**src/hdl/bstap_regs.svh**
```systemverilog
// constants for the boundary-scan test access block
`ifndef BSTAP_REGS_SVH
`define BSTAP_REGS_SVH
// ----------------------------------------
// register map (byte addresses)
// ----------------------------------------
`define BSTAP_CTRL_OFS 8'h00
`define BSTAP_STATUS_OFS 8'h04
`define BSTAP_CHAIN_LO_OFS 8'h08
`define BSTAP_CHAIN_HI_OFS 8'h0c
`define BSTAP_CTRL_RST 32'h0000_0000
`define BSTAP_CTRL_FORCE_BIT 0
// ----------------------------------------
// instruction and chain constants
// ----------------------------------------
`define BSTAP_IR_W 8
`define BSTAP_IR_RESET 8'h81
`define BSTAP_IR_CAPTURE 8'h81
`define BSTAP_OP_EXTEST 8'h00
`define BSTAP_OP_IDCODE 8'h81
`define BSTAP_OP_SAMPLE 8'h82
`define BSTAP_OP_HIGHZ 8'h06
`define BSTAP_OP_CLAMP 8'h87
`define BSTAP_CHAIN_W 52
`define BSTAP_PINS_W 48
`define BSTAP_DRV_HI 51
`define BSTAP_DRV_LO 48
`define BSTAP_ID_W 32
// arbitrary identity value, names no real part
`define BSTAP_ID_VALUE 32'h0000_0001
`endif

```
**src/hdl/bstap_pkg.sv**
```systemverilog
// types for the boundary-scan test access block
package bstap_pkg;
  // ----------------------------------------
  // test controller states
  // ----------------------------------------
  typedef enum logic [3:0] {
    ST_RESET = 4'h0, ST_IDLE = 4'h1, ST_SEL_DR = 4'h2, ST_CAP_DR = 4'h3,
    ST_SH_DR = 4'h4, ST_EX1_DR = 4'h5, ST_PA_DR = 4'h6, ST_EX2_DR = 4'h7,
    ST_UPD_DR = 4'h8, ST_SEL_IR = 4'h9, ST_CAP_IR = 4'ha, ST_SH_IR = 4'hb,
    ST_EX1_IR = 4'hc, ST_PA_IR = 4'hd, ST_EX2_IR = 4'he, ST_UPD_IR = 4'hf
  } bstap_state_t;
  // decoded operations
  typedef enum logic [2:0] {
    OP_EXTEST = 3'h0, OP_IDCODE = 3'h1, OP_SAMPLE = 3'h2,
    OP_BYPASS = 3'h3, OP_HIGHZ = 3'h4, OP_CLAMP = 3'h5
  } bstap_op_t;
  // data register in the scan path
  typedef enum logic [1:0] {
    DR_BOUND = 2'h0, DR_BYPASS = 2'h1, DR_IDENT = 2'h2
  } bstap_dr_t;
  // transceiver pins in chain order, cells 47 down to 0
  typedef struct packed {
    logic grp2_direction;
    logic grp1_direction;
    logic grp2_output_enable_n;
    logic grp1_output_enable_n;
    logic grp2_a_to_b_clock;
    logic grp1_a_to_b_clock;
    logic grp2_b_to_a_clock;
    logic grp1_b_to_a_clock;
    logic grp2_a_to_b_select;
    logic grp1_a_to_b_select;
    logic grp2_b_to_a_select;
    logic grp1_b_to_a_select;
    logic [8:0] a2;
    logic [8:0] a1;
    logic [8:0] b2;
    logic [8:0] b1;
  } bstap_pins_t;
  // test drive towards the transceiver pads
  typedef struct packed {
    logic test_mode;
    logic grp2_b_drive_cell;
    logic grp1_b_drive_cell;
    logic grp2_a_drive_cell;
    logic grp1_a_drive_cell;
    logic [47:0] value;
  } bstap_drive_t;
endpackage

```
**src/hdl/bstap_top.sv**
```systemverilog
// boundary-scan test access port with instruction register and boundary chain
`timescale 1ns/10ps
`include "bstap_regs.svh"
module bstap_top (
  // system clock and reset
  input wire logic hclk,
  input wire logic hresetn,
  // ahb-lite slave
  input wire logic hsel,
  input wire logic [7:0] haddr,
  input wire logic [1:0] htrans,
  input wire logic hwrite,
  input wire logic [2:0] hsize,
  input wire logic [31:0] hwdata,
  input wire logic hready,
  output logic hreadyout,
  output logic [31:0] hrdata,
  output logic hresp,
  // test access pins
  input wire logic tck,
  input wire logic tms,
  input wire logic tdi,
  output logic tdo_out,
  output logic tdo_oe,
  // transceiver pins seen and driven by the chain
  input wire bstap_pkg::bstap_pins_t pins_in,
  output bstap_pkg::bstap_drive_t drive
);
  // ----------------------------------------
  // helper functions
  // ----------------------------------------
  // next controller state from mode-select
  function automatic bstap_pkg::bstap_state_t next_state(
    input bstap_pkg::bstap_state_t s, input logic m);
    case (s)
      bstap_pkg::ST_RESET: next_state = m ? bstap_pkg::ST_RESET : bstap_pkg::ST_IDLE;
      bstap_pkg::ST_IDLE: next_state = m ? bstap_pkg::ST_SEL_DR : bstap_pkg::ST_IDLE;
      bstap_pkg::ST_SEL_DR: next_state = m ? bstap_pkg::ST_SEL_IR : bstap_pkg::ST_CAP_DR;
      bstap_pkg::ST_CAP_DR: next_state = m ? bstap_pkg::ST_EX1_DR : bstap_pkg::ST_SH_DR;
      bstap_pkg::ST_SH_DR: next_state = m ? bstap_pkg::ST_EX1_DR : bstap_pkg::ST_SH_DR;
      bstap_pkg::ST_EX1_DR: next_state = m ? bstap_pkg::ST_UPD_DR : bstap_pkg::ST_PA_DR;
      bstap_pkg::ST_PA_DR: next_state = m ? bstap_pkg::ST_EX2_DR : bstap_pkg::ST_PA_DR;
      bstap_pkg::ST_EX2_DR: next_state = m ? bstap_pkg::ST_UPD_DR : bstap_pkg::ST_SH_DR;
      bstap_pkg::ST_UPD_DR: next_state = m ? bstap_pkg::ST_SEL_DR : bstap_pkg::ST_IDLE;
      bstap_pkg::ST_SEL_IR: next_state = m ? bstap_pkg::ST_RESET : bstap_pkg::ST_CAP_IR;
      bstap_pkg::ST_CAP_IR: next_state = m ? bstap_pkg::ST_EX1_IR : bstap_pkg::ST_SH_IR;
      bstap_pkg::ST_SH_IR: next_state = m ? bstap_pkg::ST_EX1_IR : bstap_pkg::ST_SH_IR;
      bstap_pkg::ST_EX1_IR: next_state = m ? bstap_pkg::ST_UPD_IR : bstap_pkg::ST_PA_IR;
      bstap_pkg::ST_PA_IR: next_state = m ? bstap_pkg::ST_EX2_IR : bstap_pkg::ST_PA_IR;
      bstap_pkg::ST_EX2_IR: next_state = m ? bstap_pkg::ST_UPD_IR : bstap_pkg::ST_SH_IR;
      bstap_pkg::ST_UPD_IR: next_state = m ? bstap_pkg::ST_SEL_DR : bstap_pkg::ST_IDLE;
      default: next_state = bstap_pkg::ST_RESET;
    endcase
  endfunction

  // opcode decode; bad parity or unknown code acts as bypass
  function automatic bstap_pkg::bstap_op_t decode(input logic [7:0] ir);
    if (^ir) begin
      decode = bstap_pkg::OP_BYPASS;
    end else begin
      case (ir)
        `BSTAP_OP_EXTEST: decode = bstap_pkg::OP_EXTEST;
        `BSTAP_OP_IDCODE: decode = bstap_pkg::OP_IDCODE;
        `BSTAP_OP_SAMPLE: decode = bstap_pkg::OP_SAMPLE;
        `BSTAP_OP_HIGHZ: decode = bstap_pkg::OP_HIGHZ;
        `BSTAP_OP_CLAMP: decode = bstap_pkg::OP_CLAMP;
        default: decode = bstap_pkg::OP_BYPASS;
      endcase
    end
  endfunction

  // ----------------------------------------
  // declarations
  // ----------------------------------------
  logic tck_s1, tck_s2, tck_s3;
  logic tms_s1, tms_s2, tdi_s1, tdi_s2;
  bstap_pkg::bstap_pins_t pins_s1, pins_s2;
  logic rise, fall;
  bstap_pkg::bstap_state_t state;
  logic [7:0] ir_sh;
  logic [7:0] instr;
  bstap_pkg::bstap_op_t op;
  bstap_pkg::bstap_dr_t dr_sel;
  logic bound_sel;
  logic [51:0] chain_sh;
  logic [51:0] chain_q;
  logic [51:0] chain_cap;
  logic bypass_sh;
  logic [31:0] id_sh;
  logic dr_lsb;
  logic force_reset;
  logic wr_pend;
  logic [7:0] wr_addr;
  logic acc;

  // ----------------------------------------
  // synchronisers and test clock edges
  // ----------------------------------------
  // two flops on every pin before use
  always_ff @(posedge hclk or negedge hresetn) begin
    if (!hresetn) begin
      tck_s1 <= 1'b0;
      tck_s2 <= 1'b0;
      tck_s3 <= 1'b0;
      tms_s1 <= 1'b1;
      tms_s2 <= 1'b1;
      tdi_s1 <= 1'b1;
      tdi_s2 <= 1'b1;
      pins_s1 <= '0;
      pins_s2 <= '0;
    end else begin
      tck_s1 <= tck;
      tck_s2 <= tck_s1;
      tck_s3 <= tck_s2;
      tms_s1 <= tms;
      tms_s2 <= tms_s1;
      tdi_s1 <= tdi;
      tdi_s2 <= tdi_s1;
      pins_s1 <= pins_in;
      pins_s2 <= pins_s1;
    end
  end

  // edge pulses, one hclk cycle each
  assign rise = tck_s2 & ~tck_s3;
  assign fall = ~tck_s2 & tck_s3;

  // ----------------------------------------
  // test controller
  // ----------------------------------------
  // advances on rising edges; software may hold it in reset
  always_ff @(posedge hclk or negedge hresetn) begin
    if (!hresetn) begin
      state <= bstap_pkg::ST_RESET;
    end else if (force_reset) begin
      state <= bstap_pkg::ST_RESET;
    end else if (rise) begin
      state <= next_state(state, tms_s2);
    end
  end

  // ----------------------------------------
  // instruction register
  // ----------------------------------------
  // shift stage: capture, shift, hold in pause and exits
  always_ff @(posedge hclk or negedge hresetn) begin
    if (!hresetn) begin
      ir_sh <= `BSTAP_IR_CAPTURE;
    end else if (rise) begin
      if (state == bstap_pkg::ST_CAP_IR) begin
        ir_sh <= `BSTAP_IR_CAPTURE;
      end else if (state == bstap_pkg::ST_SH_IR) begin
        ir_sh <= {tdi_s2, ir_sh[7:1]};
      end
    end
  end

  // instruction latches
  always_ff @(posedge hclk or negedge hresetn) begin
    if (!hresetn) begin
      instr <= `BSTAP_IR_RESET;
    end else if (state == bstap_pkg::ST_RESET) begin
      instr <= `BSTAP_IR_RESET;
    end else if (fall && state == bstap_pkg::ST_UPD_IR) begin
      instr <= ir_sh;
    end
  end

  // decoded instruction picks register and source
  assign op = decode(instr);
  always_comb begin
    case (op)
      bstap_pkg::OP_EXTEST: dr_sel = bstap_pkg::DR_BOUND;
      bstap_pkg::OP_SAMPLE: dr_sel = bstap_pkg::DR_BOUND;
      bstap_pkg::OP_IDCODE: dr_sel = bstap_pkg::DR_IDENT;
      default: dr_sel = bstap_pkg::DR_BYPASS;
    endcase
  end
  assign bound_sel = (dr_sel == bstap_pkg::DR_BOUND);

  // ----------------------------------------
  // boundary chain
  // ----------------------------------------
  // capture value: drive cells from equations, then pins
  always_comb begin
    chain_cap = {1'b0, 1'b0, 1'b0, 1'b0, pins_s2};
    chain_cap[51] = ~pins_s2.grp2_output_enable_n & pins_s2.grp2_direction;
    chain_cap[50] = ~pins_s2.grp1_output_enable_n & pins_s2.grp1_direction;
    chain_cap[49] = ~pins_s2.grp2_output_enable_n & ~pins_s2.grp2_direction;
    chain_cap[48] = ~pins_s2.grp1_output_enable_n & ~pins_s2.grp1_direction;
  end

  // shift stage of the 52 cells
  always_ff @(posedge hclk or negedge hresetn) begin
    if (!hresetn) begin
      chain_sh <= '0;
    end else if (state == bstap_pkg::ST_RESET) begin
      chain_sh[51:48] <= 4'h0;
    end else if (rise && bound_sel) begin
      if (state == bstap_pkg::ST_CAP_DR) begin
        chain_sh <= chain_cap;
      end else if (state == bstap_pkg::ST_SH_DR) begin
        chain_sh <= {tdi_s2, chain_sh[51:1]};
      end
    end
  end

  // hold latches of the chain
  always_ff @(posedge hclk or negedge hresetn) begin
    if (!hresetn) begin
      chain_q <= '0;
    end else if (state == bstap_pkg::ST_RESET) begin
      chain_q[51:48] <= 4'h0;
    end else if (fall && state == bstap_pkg::ST_UPD_DR && bound_sel) begin
      chain_q <= chain_sh;
    end
  end

  // ----------------------------------------
  // bypass and identity shift stages
  // ----------------------------------------
  always_ff @(posedge hclk or negedge hresetn) begin
    if (!hresetn) begin
      bypass_sh <= 1'b0;
      id_sh <= `BSTAP_ID_VALUE;
    end else if (rise) begin
      if (state == bstap_pkg::ST_CAP_DR) begin
        bypass_sh <= 1'b0;
        id_sh <= `BSTAP_ID_VALUE;
      end else if (state == bstap_pkg::ST_SH_DR) begin
        bypass_sh <= tdi_s2;
        id_sh <= {tdi_s2, id_sh[31:1]};
      end
    end
  end

  // ----------------------------------------
  // serial output
  // ----------------------------------------
  always_comb begin
    case (dr_sel)
      bstap_pkg::DR_BOUND: dr_lsb = chain_sh[0];
      bstap_pkg::DR_IDENT: dr_lsb = id_sh[0];
      default: dr_lsb = bypass_sh;
    endcase
  end

  // changes only on falling edges; floats outside shift states
  always_ff @(posedge hclk or negedge hresetn) begin
    if (!hresetn) begin
      tdo_out <= 1'b0;
      tdo_oe <= 1'b0;
    end else if (fall) begin
      if (state == bstap_pkg::ST_SH_IR) begin
        tdo_out <= ir_sh[0];
        tdo_oe <= 1'b1;
      end else if (state == bstap_pkg::ST_SH_DR) begin
        tdo_out <= dr_lsb;
        tdo_oe <= 1'b1;
      end else begin
        tdo_oe <= 1'b0;
      end
    end
  end

  // ----------------------------------------
  // test drive to the pads
  // ----------------------------------------
  always_ff @(posedge hclk or negedge hresetn) begin
    if (!hresetn) begin
      drive <= '0;
    end else begin
      drive.value <= chain_q[47:0];
      drive.test_mode <= (op == bstap_pkg::OP_EXTEST) || (op == bstap_pkg::OP_CLAMP)
                         || (op == bstap_pkg::OP_HIGHZ);
      if (op == bstap_pkg::OP_EXTEST || op == bstap_pkg::OP_CLAMP) begin
        drive.grp2_b_drive_cell <= chain_q[51];
        drive.grp1_b_drive_cell <= chain_q[50];
        drive.grp2_a_drive_cell <= chain_q[49];
        drive.grp1_a_drive_cell <= chain_q[48];
      end else begin
        drive.grp2_b_drive_cell <= 1'b0;
        drive.grp1_b_drive_cell <= 1'b0;
        drive.grp2_a_drive_cell <= 1'b0;
        drive.grp1_a_drive_cell <= 1'b0;
      end
    end
  end

  // ----------------------------------------
  // ahb-lite register slave
  // ----------------------------------------
  assign hreadyout = 1'b1;
  assign hresp = 1'b0;
  assign acc = hsel && htrans[1] && hready;

  // write address held into the data phase
  always_ff @(posedge hclk or negedge hresetn) begin
    if (!hresetn) begin
      wr_pend <= 1'b0;
      wr_addr <= 8'h00;
    end else begin
      wr_pend <= acc && hwrite;
      wr_addr <= haddr;
    end
  end

  // control register
  always_ff @(posedge hclk or negedge hresetn) begin
    if (!hresetn) begin
      force_reset <= 1'b0;
    end else if (wr_pend && wr_addr == `BSTAP_CTRL_OFS) begin
      force_reset <= hwdata[`BSTAP_CTRL_FORCE_BIT];
    end
  end

  // read data captured in the address phase; unmapped reads zero
  always_ff @(posedge hclk or negedge hresetn) begin
    if (!hresetn) begin
      hrdata <= 32'h0000_0000;
    end else if (acc && !hwrite) begin
      case (haddr)
        `BSTAP_CTRL_OFS: hrdata <= {31'h0000_0000, force_reset};
        `BSTAP_STATUS_OFS: hrdata <= {14'h0000, tdo_oe, drive.test_mode, instr, 4'h0, state};
        `BSTAP_CHAIN_LO_OFS: hrdata <= chain_q[31:0];
        `BSTAP_CHAIN_HI_OFS: hrdata <= {12'h000, chain_q[51:32]};
        default: hrdata <= 32'h0000_0000;
      endcase
    end
  end
endmodule

```
**config.mk**
```make
export PLATFORM = sky130hd
export DESIGN_NAME = bstap_top
export DESIGN_NICKNAME = d
export VERILOG_FILES = /design/src/hdl/bstap_pkg.sv /design/src/hdl/bstap_top.sv
export VERILOG_INCLUDE_DIRS = /design/src /design/src/hdl
export SDC_FILE = /design/constraint.sdc
export NUM_CORES = 1
export LEC_CHECK = 0
export ABC_AREA = 1
export BUFFER_PORTS_ARGS = -buffer_cell sky130_fd_sc_hd__buf_4
export CORE_ASPECT_RATIO = 1.25
export CORE_MARGIN = 5
export CORE_UTILIZATION = 45
export DETAILED_ROUTE_END_ITERATION = 12
export PLACE_DENSITY = 0.72
export SLEW_MARGIN = 20
export SYNTH_ARGS = -nofsm -noshare
export SYNTH_HDL_FRONTEND = slang
export SYNTH_SLANG_ARGS = --single-unit
```
**constraint.sdc**
```tcl
create_clock -name hclk -period 2.23 [get_ports hclk]
set_clock_uncertainty 0.1 [all_clocks]
set_input_delay 0 -clock hclk [delete_from_list [all_inputs] [get_ports hclk]]
set_output_delay 0 -clock hclk [all_outputs]
set_load 0.1 [all_outputs]
```
Yosys cells after proc, flatten, opt, wreduce, memory -nomap -nowiden
Cells that the tools add are included.
{ "word_totals": {"register_bits": 357} }
{ "op_classes": {"bitwise": 13, "reduce_logical": 37, "eq_ne": 27, "muxes": 39} }
{ "op_table": {"columns": ["cell", "n"], "rows": [
  ["52-bit two-way mux", 4],
  ["32-bit case mux with 4 select lines", 1],
  ["32-bit two-way mux", 2],
  ["4-bit case mux with 12 select lines", 1],
  ["4-bit two-way mux", 9],
  ["4-bit == test (second input constant)", 8],
  ["8-bit two-way mux", 4],
  ["8-bit == test (second input constant)", 3],
  ["8-bit zero test", 3],
  ["4-bit by 3-bit == test with 1-bit output (second input constant)", 4],
  ["8-bit by 3-bit == test with 1-bit output (second input constant)", 2],
  ["8-bit by 4-bit == test with 1-bit output (second input constant)", 2],
  ["3-bit case mux with 5 select lines", 1],
  ["2-bit nonzero test", 7],
  ["2-bit AND reduction", 5],
  ["1-bit logical AND", 9],
  ["1-bit two-way mux", 9],
  ["3-bit two-way mux", 3],
  ["4-bit by 2-bit == test with 1-bit output (second input constant)", 2],
  ["8-bit parity", 1],
  ["1-bit NOT", 7],
  ["1-bit AND", 6],
  ["3-bit == test (second input constant)", 2],
  ["2-bit two-way mux", 3],
  ["other kinds (15)", 18]
]} }

Depth between registers and ports, before layout
Gate-level depths: netlist (run 1).
{ "depth": {"word_depth": 10, "mapped_depth": 15} }

Worst setup path before layout (run 1)
Ideal clock, no wire load.
{ "synth_path": {"path_kind": "register to register", "startpoint": "reg instr[0]", "endpoint": "reg chain_q[19]", "t_arrival_ns": 2.128, "stages_incl_launch_ff": 15, "n_path_buf": 2, "synth_period_minus_slack_ns": 2.357, "setup_slack_ns": -0.127, "cell_sequence": "dfstp_2 -> inv_1 -> ha_1 -> inv_1 -> nand2_1 -> nand2_1 -> inv_1 -> nand2_1 -> nand3_1 -> nor2_1 -> nand3_1 -> clkbuf_1 -> clkbuf_1 -> nand2_1 -> o21ai_0"} }
{ "synth_between": {"elab_chain_len": 9, "elab_cells_between_ends": 16} }
{ "synth_lines": {"columns": ["item", "line_no", "source"], "rows": [
  ["start, declared", "bstap_top.sv:81", "logic [7:0] instr;"],
  ["start signal, assigned", "bstap_top.sv:161", "instr <= `BSTAP_IR_RESET;"],
  ["start signal, assigned", "bstap_top.sv:163", "instr <= `BSTAP_IR_RESET;"],
  ["start signal, assigned", "bstap_top.sv:165", "instr <= ir_sh;"],
  ["8-bit == test (tied with other cells)", "bstap_top.sv:61", "case (ir)"],
  ["3-bit case mux with 5 select lines", "bstap_top.sv:61", null],
  ["3-bit two-way mux (*)", "bstap_top.sv:58", "if (^ir) begin"],
  ["3-bit by 2-bit == test with 1-bit output or 3-bit zero test (tied branches)", "bstap_top.sv:172", "case (op)"],
  ["2-bit OR reduction (no source line)", null, null],
  ["2-bit case mux with 2 select lines (*)", "bstap_top.sv:172", null],
  ["2-bit zero test (*)", "bstap_top.sv:179", "assign bound_sel = (dr_sel == bstap_pkg::DR_BOUND);"],
  ["1-bit logical AND (*)", "bstap_top.sv:214", "end else if (fall && state == bstap_pkg::ST_UPD_DR && bound_sel) begin"],
  ["2-bit AND reduction (no source line) (*)", null, null],
  ["end signal, assigned", "bstap_top.sv:215", "chain_q <= chain_sh;"],
  ["end, declared", "bstap_top.sv:86", "logic [51:0] chain_q;"]
]} }
Mark *: on every way between the ends. The rest lies on a longest branch, timed or not.
A chain may end at the register's enable or synchronous reset.

Worst setup path after layout (run 1)
{ "layout_path": {"startpoint": "reg instr[0]", "endpoint": "reg chain_sh[13]"} }
{ "layout_between": {"elab_chain_len": 9, "elab_cells_between_ends": 16} }
{ "layout_lines": {"columns": ["item", "line_no", "source"], "rows": [
  ["8-bit == test (tied with other cells)", "bstap_top.sv:61", null],
  ["3-bit case mux with 5 select lines", "bstap_top.sv:61", null],
  ["3-bit two-way mux (*)", "bstap_top.sv:58", null],
  ["3-bit by 2-bit == test with 1-bit output or 3-bit zero test (tied branches)", "bstap_top.sv:172", null],
  ["2-bit OR reduction (no source line)", null, null],
  ["2-bit case mux with 2 select lines (*)", "bstap_top.sv:172", null],
  ["2-bit zero test (*)", "bstap_top.sv:179", null],
  ["1-bit logical AND (*)", "bstap_top.sv:199", "end else if (rise && bound_sel) begin"],
  ["3-bit AND reduction (no source line) (*)", null, null],
  ["end signal, assigned", "bstap_top.sv:201", "chain_sh <= chain_cap;"],
  ["end signal, assigned", "bstap_top.sv:203", "chain_sh <= {tdi_s2, chain_sh[51:1]};"],
  ["end, declared", "bstap_top.sv:85", "logic [51:0] chain_sh;"]
]} }
Marked as above.

==> results of run 1 <==
worst paths after layout:
| path | cells past startpoint | start | slack, ns | end |
|---|---|---|---|---|
| worst max-delay path | 16 | instr[0] | -0.11 | chain_sh[13] |
| worst min-delay path | 2 | pins_in[29] | 0.02 | pins_s1[29] |
| worst max register to register | 16 | instr[0] | -0.11 | chain_sh[13] |
| worst min register to register | 0 | pins_s1[31] | 0.22 | chain_cap[31] |
| max in group asynchronous | 4 | hresetn | 0.75 | chain_q[25] |
| min in group asynchronous | 3 | hresetn | 0.47 | drive[51] |
timing repair:
action,4_1_cts,5_1_grt
hold endpoints to repair,443,0
hold buffers,66,0
gates resized for setup,53,110
buffers inserted,9,8
pin swaps,5,5
gates cloned,5,13
endpoints found under the setup margin,91,107
kinds of logic after synthesis:
logic type	count (synthesis)
AO/OA/AOI/OAI	231
adder cells (fa/ha/maj)	9
buffers and inverters	170
flip-flops	356
other	2
AND/OR/NAND/NOR	442
power breakdown:
part	internal (mW)	switching, mW
clock network	3.37	2.43
logic	0.177	0.226
registers	6.57	0.0410
total	10.1	2.69
cell usage after synthesis (11+ instances only):
library cell	number
nor2_1	40
o22ai_1	18
a21oi_1	11
inv_1	114
nand3_1	39
o211ai_1	44
clkbuf_1	36
o21ai_0	138
nand2_1	342
dfrtp_1	347
through the flow:
stage               instance area [um2]  setup slack, ns  cells
global route                      17300           -0.224   1860
CTS                               16800          -0.0828   1844
finish                            17300           -0.112   1860
detailed placement                14600           -0.105   1701
floorplan                         12900          0.00674   1210
global placement                  14600          -0.0168   1701
cell type report:
class	count	area share [%]
Inverter	117	2.54
Timing Repair Buffer	285	15.9
Clock buffer	50	5.52
Multi-Input combinational cell	684	20.7
Tap cell	355	2.57
Sequential cell	356	51.7
Clock inverter	13	1.06
state kept, by name (all words and copies together), names as in the netlist, 4 cells and up:
signal and flops:
drive 53, chain_q 52, chain_sh 52, chain_cap 48, pins_s1 48, hrdata 32, id_sh 31, instr 8
ir_sh 8, wr_addr 8, state 4
layout by cell type, fill, tap and decap left out, types with 37 or more instances in the layout:
cell type      Yosys  layout
nor2_1            40      37
dlygate4sd3_1      0      66
nand2_1          342     311
buf_4              2     179
clkbuf_16          0      43
o21ai_1            9      53
inv_1            114     107
o211ai_1          44      44
o21ai_0          138      76
dfrtp_1          347     346
critical path, delay by kind of cell (launching register included):
| family | cells | cell delay, ns |
|---|---|---|
| buffers and inverters | 8 | 0.82 |
| AOI/OAI and AO/OA | 2 | 0.16 |
| adders and majority gates | 1 | 0.15 |
| and+or+nand+nor | 5 | 0.45 |
| DFF | 1 | 0.54 |
metal layers:
metal | track usage, % | vias to the layer above
met4 | 7.21 | 0
met2 | 31.1 | 364
li1 | - | 4454
met3 | 2.90 | 82
met5 | 0 | -
met1 | 26.1 | 4754
==> results_dict.tcl, run 1 <==
set metrics [dict create \
    status "complete, but fails checks" \
    violations "negative setup slack" \
    portBuffers 152 \
    synthesis.nets 1320 \
    slew_headroom_pct 64.9 \
    wl_met3_mm 1.88 \
    initial_core_util_pct 45.3 \
    report.final.slew_viol_count 0 \
    period_needed_ns 2.34 \
    power.density_nw_per_um2 742 \
    place_hpwl_mm 20.1 \
    synth-main-ff-cell "dfrtp_1" \
    grt_first_pass_wirelength_mm 49.2 \
    ant_nets 0 \
    setup_violations 85 \
    met1_length_mm 13.7 \
    fill_cells 2227 \
    final_hold_viol_count 0 \
    ys_types 35 \
    first_pass_iters 5 \
    wirelength_mm 33.3 \
    place_congestion 0.905 \
    top_layer "met4" \
    startpoint_type "flop" \
    dieArea_um2 32000 \
    rsz0062_at_grt "yes" \
    grt_max_degree 105 \
    synth_simple_gate_area_share_pct 13.9 \
    tns_ns -3.88 \
    maxCapViolations 0 \
    gr-total-overflow 0 \
    antenna_found_initial 0 \
    cts_tree "yes" \
    rows 69 \
    synth_edf_count 0 \
    worstSetupEndpointType "flop" \
    die_height_um 199 \
    diodes 0 \
    htree_levels 2 \
    final_util_pct 61.0 \
    final-seq-area_um2 8920 \
    core_um2 28300 \
    drive_gt1_share_pct 24.1 \
    grt_pass1_vias 9390 \
    async_flop_share_pct 100 \
    die_w_um 161 \
    synth-seq-cells 356 \
    required_ns 2.56 \
    synthToLayoutAreaGrowth_pct 34.5 \
    nets 1589 \
    holdWs_ns 0.0206 \
    power_leakage_nw 8.54 \
    clock_latency_ns 0.52 \
    post_drt_wl_per_cell_um 17.9 \
    clk_pin_slew_worst_paths_ns 0.06 \
    cts_buffer_depth 3 \
    cp_max_fo 6 \
    drc 0 \
    numCtsBuffers 35 \
    wl_met2_mm 16.5 \
    muxShareOfSynthArea_pct 0 \
    mappedNetlistArea_um2 12800 \
    post_synth.cell_area_avg_um2 10.6 \
    cp_slowest_stage_delay_ns 0.54 \
    tightest_slew_ns 0.526 \
    ys_seq_area_share_pct 69.5 \
    vias 9654 \
    synth_top_cell_by_area "dfrtp_1" \
    ys.warnings.count 0 \
    power.total_mw 12.8 \
    synthCells 1210 \
    yosys-top-cells-area "dfrtp_1 68%, nand2_1 10%, o21ai_0 5.4%, inv_1 3.3%, o211ai_1 2.6%" \
    cp_slowest_cell "dfstp_2" \
    yosys.area_share.adder_pct 0.877 \
    synth_top_family_by_area "simple AND/OR/NAND/NOR gates" \
    cp_cell_sequence "inv_2 > buf_6 > ha_4 > nand2_2 > inv_2 > nand2_1 > nand2_1 > inv_1 > nand2_2 > buf_6 > nor3_4 > buf_12 > buf_12 > clkbuf_16 > o211ai_1 > o21ai_1" \
    track_usage_pct 19.0 \
    setup_slack_ns -0.112 \
    synth_compound_area_share_pct 10.3 \
    critical_path_class "reg2reg" \
    synth_top_area_share_pct 67.6 \
    boundaryPins 190 \
    viasPerCell 5.19 \
    timing.fmax_mhz 427 \
    cts.sinks 356 \
    first_iter_violations 663 \
    arrival_ns 2.67 \
    peakVddDrop_mv 0.529 \
    multiInputGateArea_um2 3570 \
    synth_xor_area_share_pct 0 \
    cts_root_buf "clkbuf_16" \
    min_path_type "in2reg" \
    finalCritPeriodShare_pct 105 \
]
(Power assumes the default switching activity.)
==> inputs of run 2 (changes only) <==
Settings changed: CORE_UTILIZATION 45 to 51, PLACE_DENSITY 0.72 to 0.79.
==> run 2 against run 1 <==
The flow still finishes with violations (negative setup slack). Die area shrank 11%. First-iteration DRC count grew 12%. Fmax is essentially flat. Cell area shrank 3.0%. Final cell count shrank 1.8%. Count of clock-buffer cells in the layout grew 4. Sequential cell count is the same. Clock power shrank 3%. Sequential share of layout area grew 1.6 points. Sequential power is essentially flat. Total power shrank 1.3%.
==> results_dict.tcl, run 2 (synthesized netlist as in run 1, its figures left out) <==
set metrics [dict create \
    arrival_ns 2.66 \
    comb_power_share_pct 3.2 \
    setup_slack_ns -0.113 \
    layout_common_cells "347 x dfrtp_1, 336 x nand2_1, 183 x buf_4" \
    gr-total-overflow 0 \
    dieArea_um2 28500 \
    post_drt_wl_per_cell_um 16.8 \
    cts_tree "yes" \
    nets 1577 \
    cts_root_buf "clkbuf_16" \
    track_usage_pct 21.0 \
    grt_max_degree 122 \
    synthToLayoutAreaGrowth_pct 30.4 \
    wirelength_mm 30.7 \
    core_um2 25000 \
    violations "negative setup slack" \
    startpoint_type "flop" \
    initial_core_util_pct 51.3 \
    clock_latency_ns 0.51 \
    critical_path_class "reg2reg" \
    vias 9418 \
    internal_power_mw 10.1 \
    min_path_type "in2reg" \
    clockPowerShare_pct 44.6 \
    period_needed_ns 2.34 \
    power_leakage_nw 8.38 \
    die_height_um 187 \
    drc 0 \
    reg.largest.list "drive: 53 flops, chain_q: 52 flops, chain_sh: 52 flops" \
    finalCritPeriodShare_pct 105 \
    timing.fmax_mhz 427 \
    boundaryPins 190 \
    die_w_um 152 \
    final_hold_viol_count 0 \
    ant_nets 0 \
    peakVddDrop_mv 0.664 \
    status "complete, but fails checks" \
    cts.sinks 356 \
    cts_buffer_depth 3 \
    p_sw_mw 2.57 \
    clk_pin_slew_worst_paths_ns 0.06 \
    worstReg2RegEnd "chain_sh[31]" \
    final_common_cell "dfrtp_1" \
    maxCapViolations 0 \
    rsz0062_at_grt "yes" \
    report.final.slew_viol_count 0 \
    regMostFlops "drive" \
    first_iter_violations 745 \
    required_ns 2.55 \
    holdWs_ns 0.0412 \
    fill_cells 1875 \
    rows 65 \
    portBuffers 152 \
    worstSetupEndpointType "flop" \
    grt_pass1_vias 9307 \
    dp.cells 1687 \
    finalNonFillerCells 1827 \
    place_hpwl_mm 19.5 \
    tightest_slew_ns 0.654 \
    grt_first_pass_wirelength_mm 49.0 \
    reg2reg_from "instr[7]" \
    crit_path_start "instr[7]" \
    reg2reg_depth 12 \
    largest_register_ffs 53 \
    p_seq_share_pct 52.3 \
    viasPerCell 5.15 \
    cp_max_fo 6 \
    p_sw_share_pct 20.3 \
    setup_violations 41 \
    endpoint "chain_sh[31]" \
    power.density_nw_per_um2 755 \
    drive_gt1_share_pct 20.5 \
    place_congestion 0.881 \
    htree_levels 2 \
    slew_headroom_pct 56.2 \
    antenna_found_initial 1 \
    r2r_setup_slack_ns -0.11 \
    numCtsBuffers 34 \
    first_pass_iters 5 \
]
==> run 2: cell types whose count changed in the layout (fill, tap and decap cells not counted), moves of 4 or more <==
cell | before | now
o21ai_0 | 76 | 106
nand2_1 | 311 | 336
o21ai_2 | 18 | 1
nand2_2 | 25 | 9
o21ai_1 | 53 | 40
nand2_4 | 10 | 1
buf_12 | 16 | 11
buf_4 | 179 | 183
==> run 2: worst min-delay path by stage <==
stage	start	end	slack [ns]	cells after the start
floorplan	hresetn	bypass_sh	-0.40	0
global placement	hresetn	pins_s1[44]	-0.11	1
detailed placement	hresetn	id_sh[7]	-0.11	1
CTS	pins_in[0]	pins_s1[0]	0.03	2
global route	pins_in[2]	pins_s1[2]	0.03	2
finish	pins_in[15]	pins_s1[15]	0.04	2
==> run 2: per-layer routing <==
metal | track usage [%] | routed length (um)
met5 | 0 | 0
met4 | 8.20 | 1100
met3 | 3.77 | 1750
met2 | 33.4 | 14900
met1 | 29.1 | 13000
==> run 2: area by class of cell <==
| class | count | area (um2) | share of cell area, % |
|---|---|---|---|
| Tap cell | 335 | 419 | 2.50 |
| Antenna cell | 1 | 2.50 | 0.0149 |
| Clock buffer | 54 | 1040 | 6.21 |
| Timing Repair Buffer | 274 | 2510 | 15.0 |
| Sequential cell | 356 | 8920 | 53.3 |
| Inverter | 117 | 439 | 2.62 |
| Multi-Input combinational cell | 684 | 3350 | 20.0 |
| Clock inverter | 6 | 58.8 | 0.351 |
==> run 2: worst max-delay path, cell delays in order, from the launching register on <==
cell	delay, ns
dfstp_2	0.54
buf_4	0.12
ha_2	0.18
nand4_1	0.17
nand3_2	0.12
nand2_2	0.07
buf_6	0.12
nor3_4	0.19
buf_12	0.14
clkbuf_16	0.15
clkbuf_16	0.14
o211ai_1	0.08
o21ai_1	0.13
==> run 2: through the flow <==
stage	setup TNS [ns]	cell area [um2]	util [%]	power (mW)	setup WS, ns
after floorplan	0	12900	-	6.76	0.00674
after global placement	-0.426	14600	58.4	7.03	-0.0264
after detailed placement	-2.95	14600	58.4	7.04	-0.0782
after CTS	-0.871	16600	66.2	12.7	-0.0555
after global routing	-11.01	16700	66.8	13.0	-0.223
final	-2.04	16700	66.8	12.6	-0.113
==> run 2: repair_timing <==
item | 4_1_cts | 5_1_grt
setup buffers | 7 | 4
setup endpoints to repair | 100 | 106
gates cloned | 3 | 5
pin swaps | 4 | 5
endpoints found under the hold margin | 445 | 0
resized for setup | 36 | 36
hold buffers | 64 | 0
==> run 2: power by group through the flow <==
stage          logic [mW]  registers, mW  clock network (mW)
3_5_place_dp        0.314           6.72                   0
5_1_grt             0.449           6.61                5.99
3_3_place_gp        0.309           6.72                   0
6_report            0.398           6.61                5.63
2_1_floorplan      0.0542           6.71                   0
4_1_cts             0.405           6.60                5.70
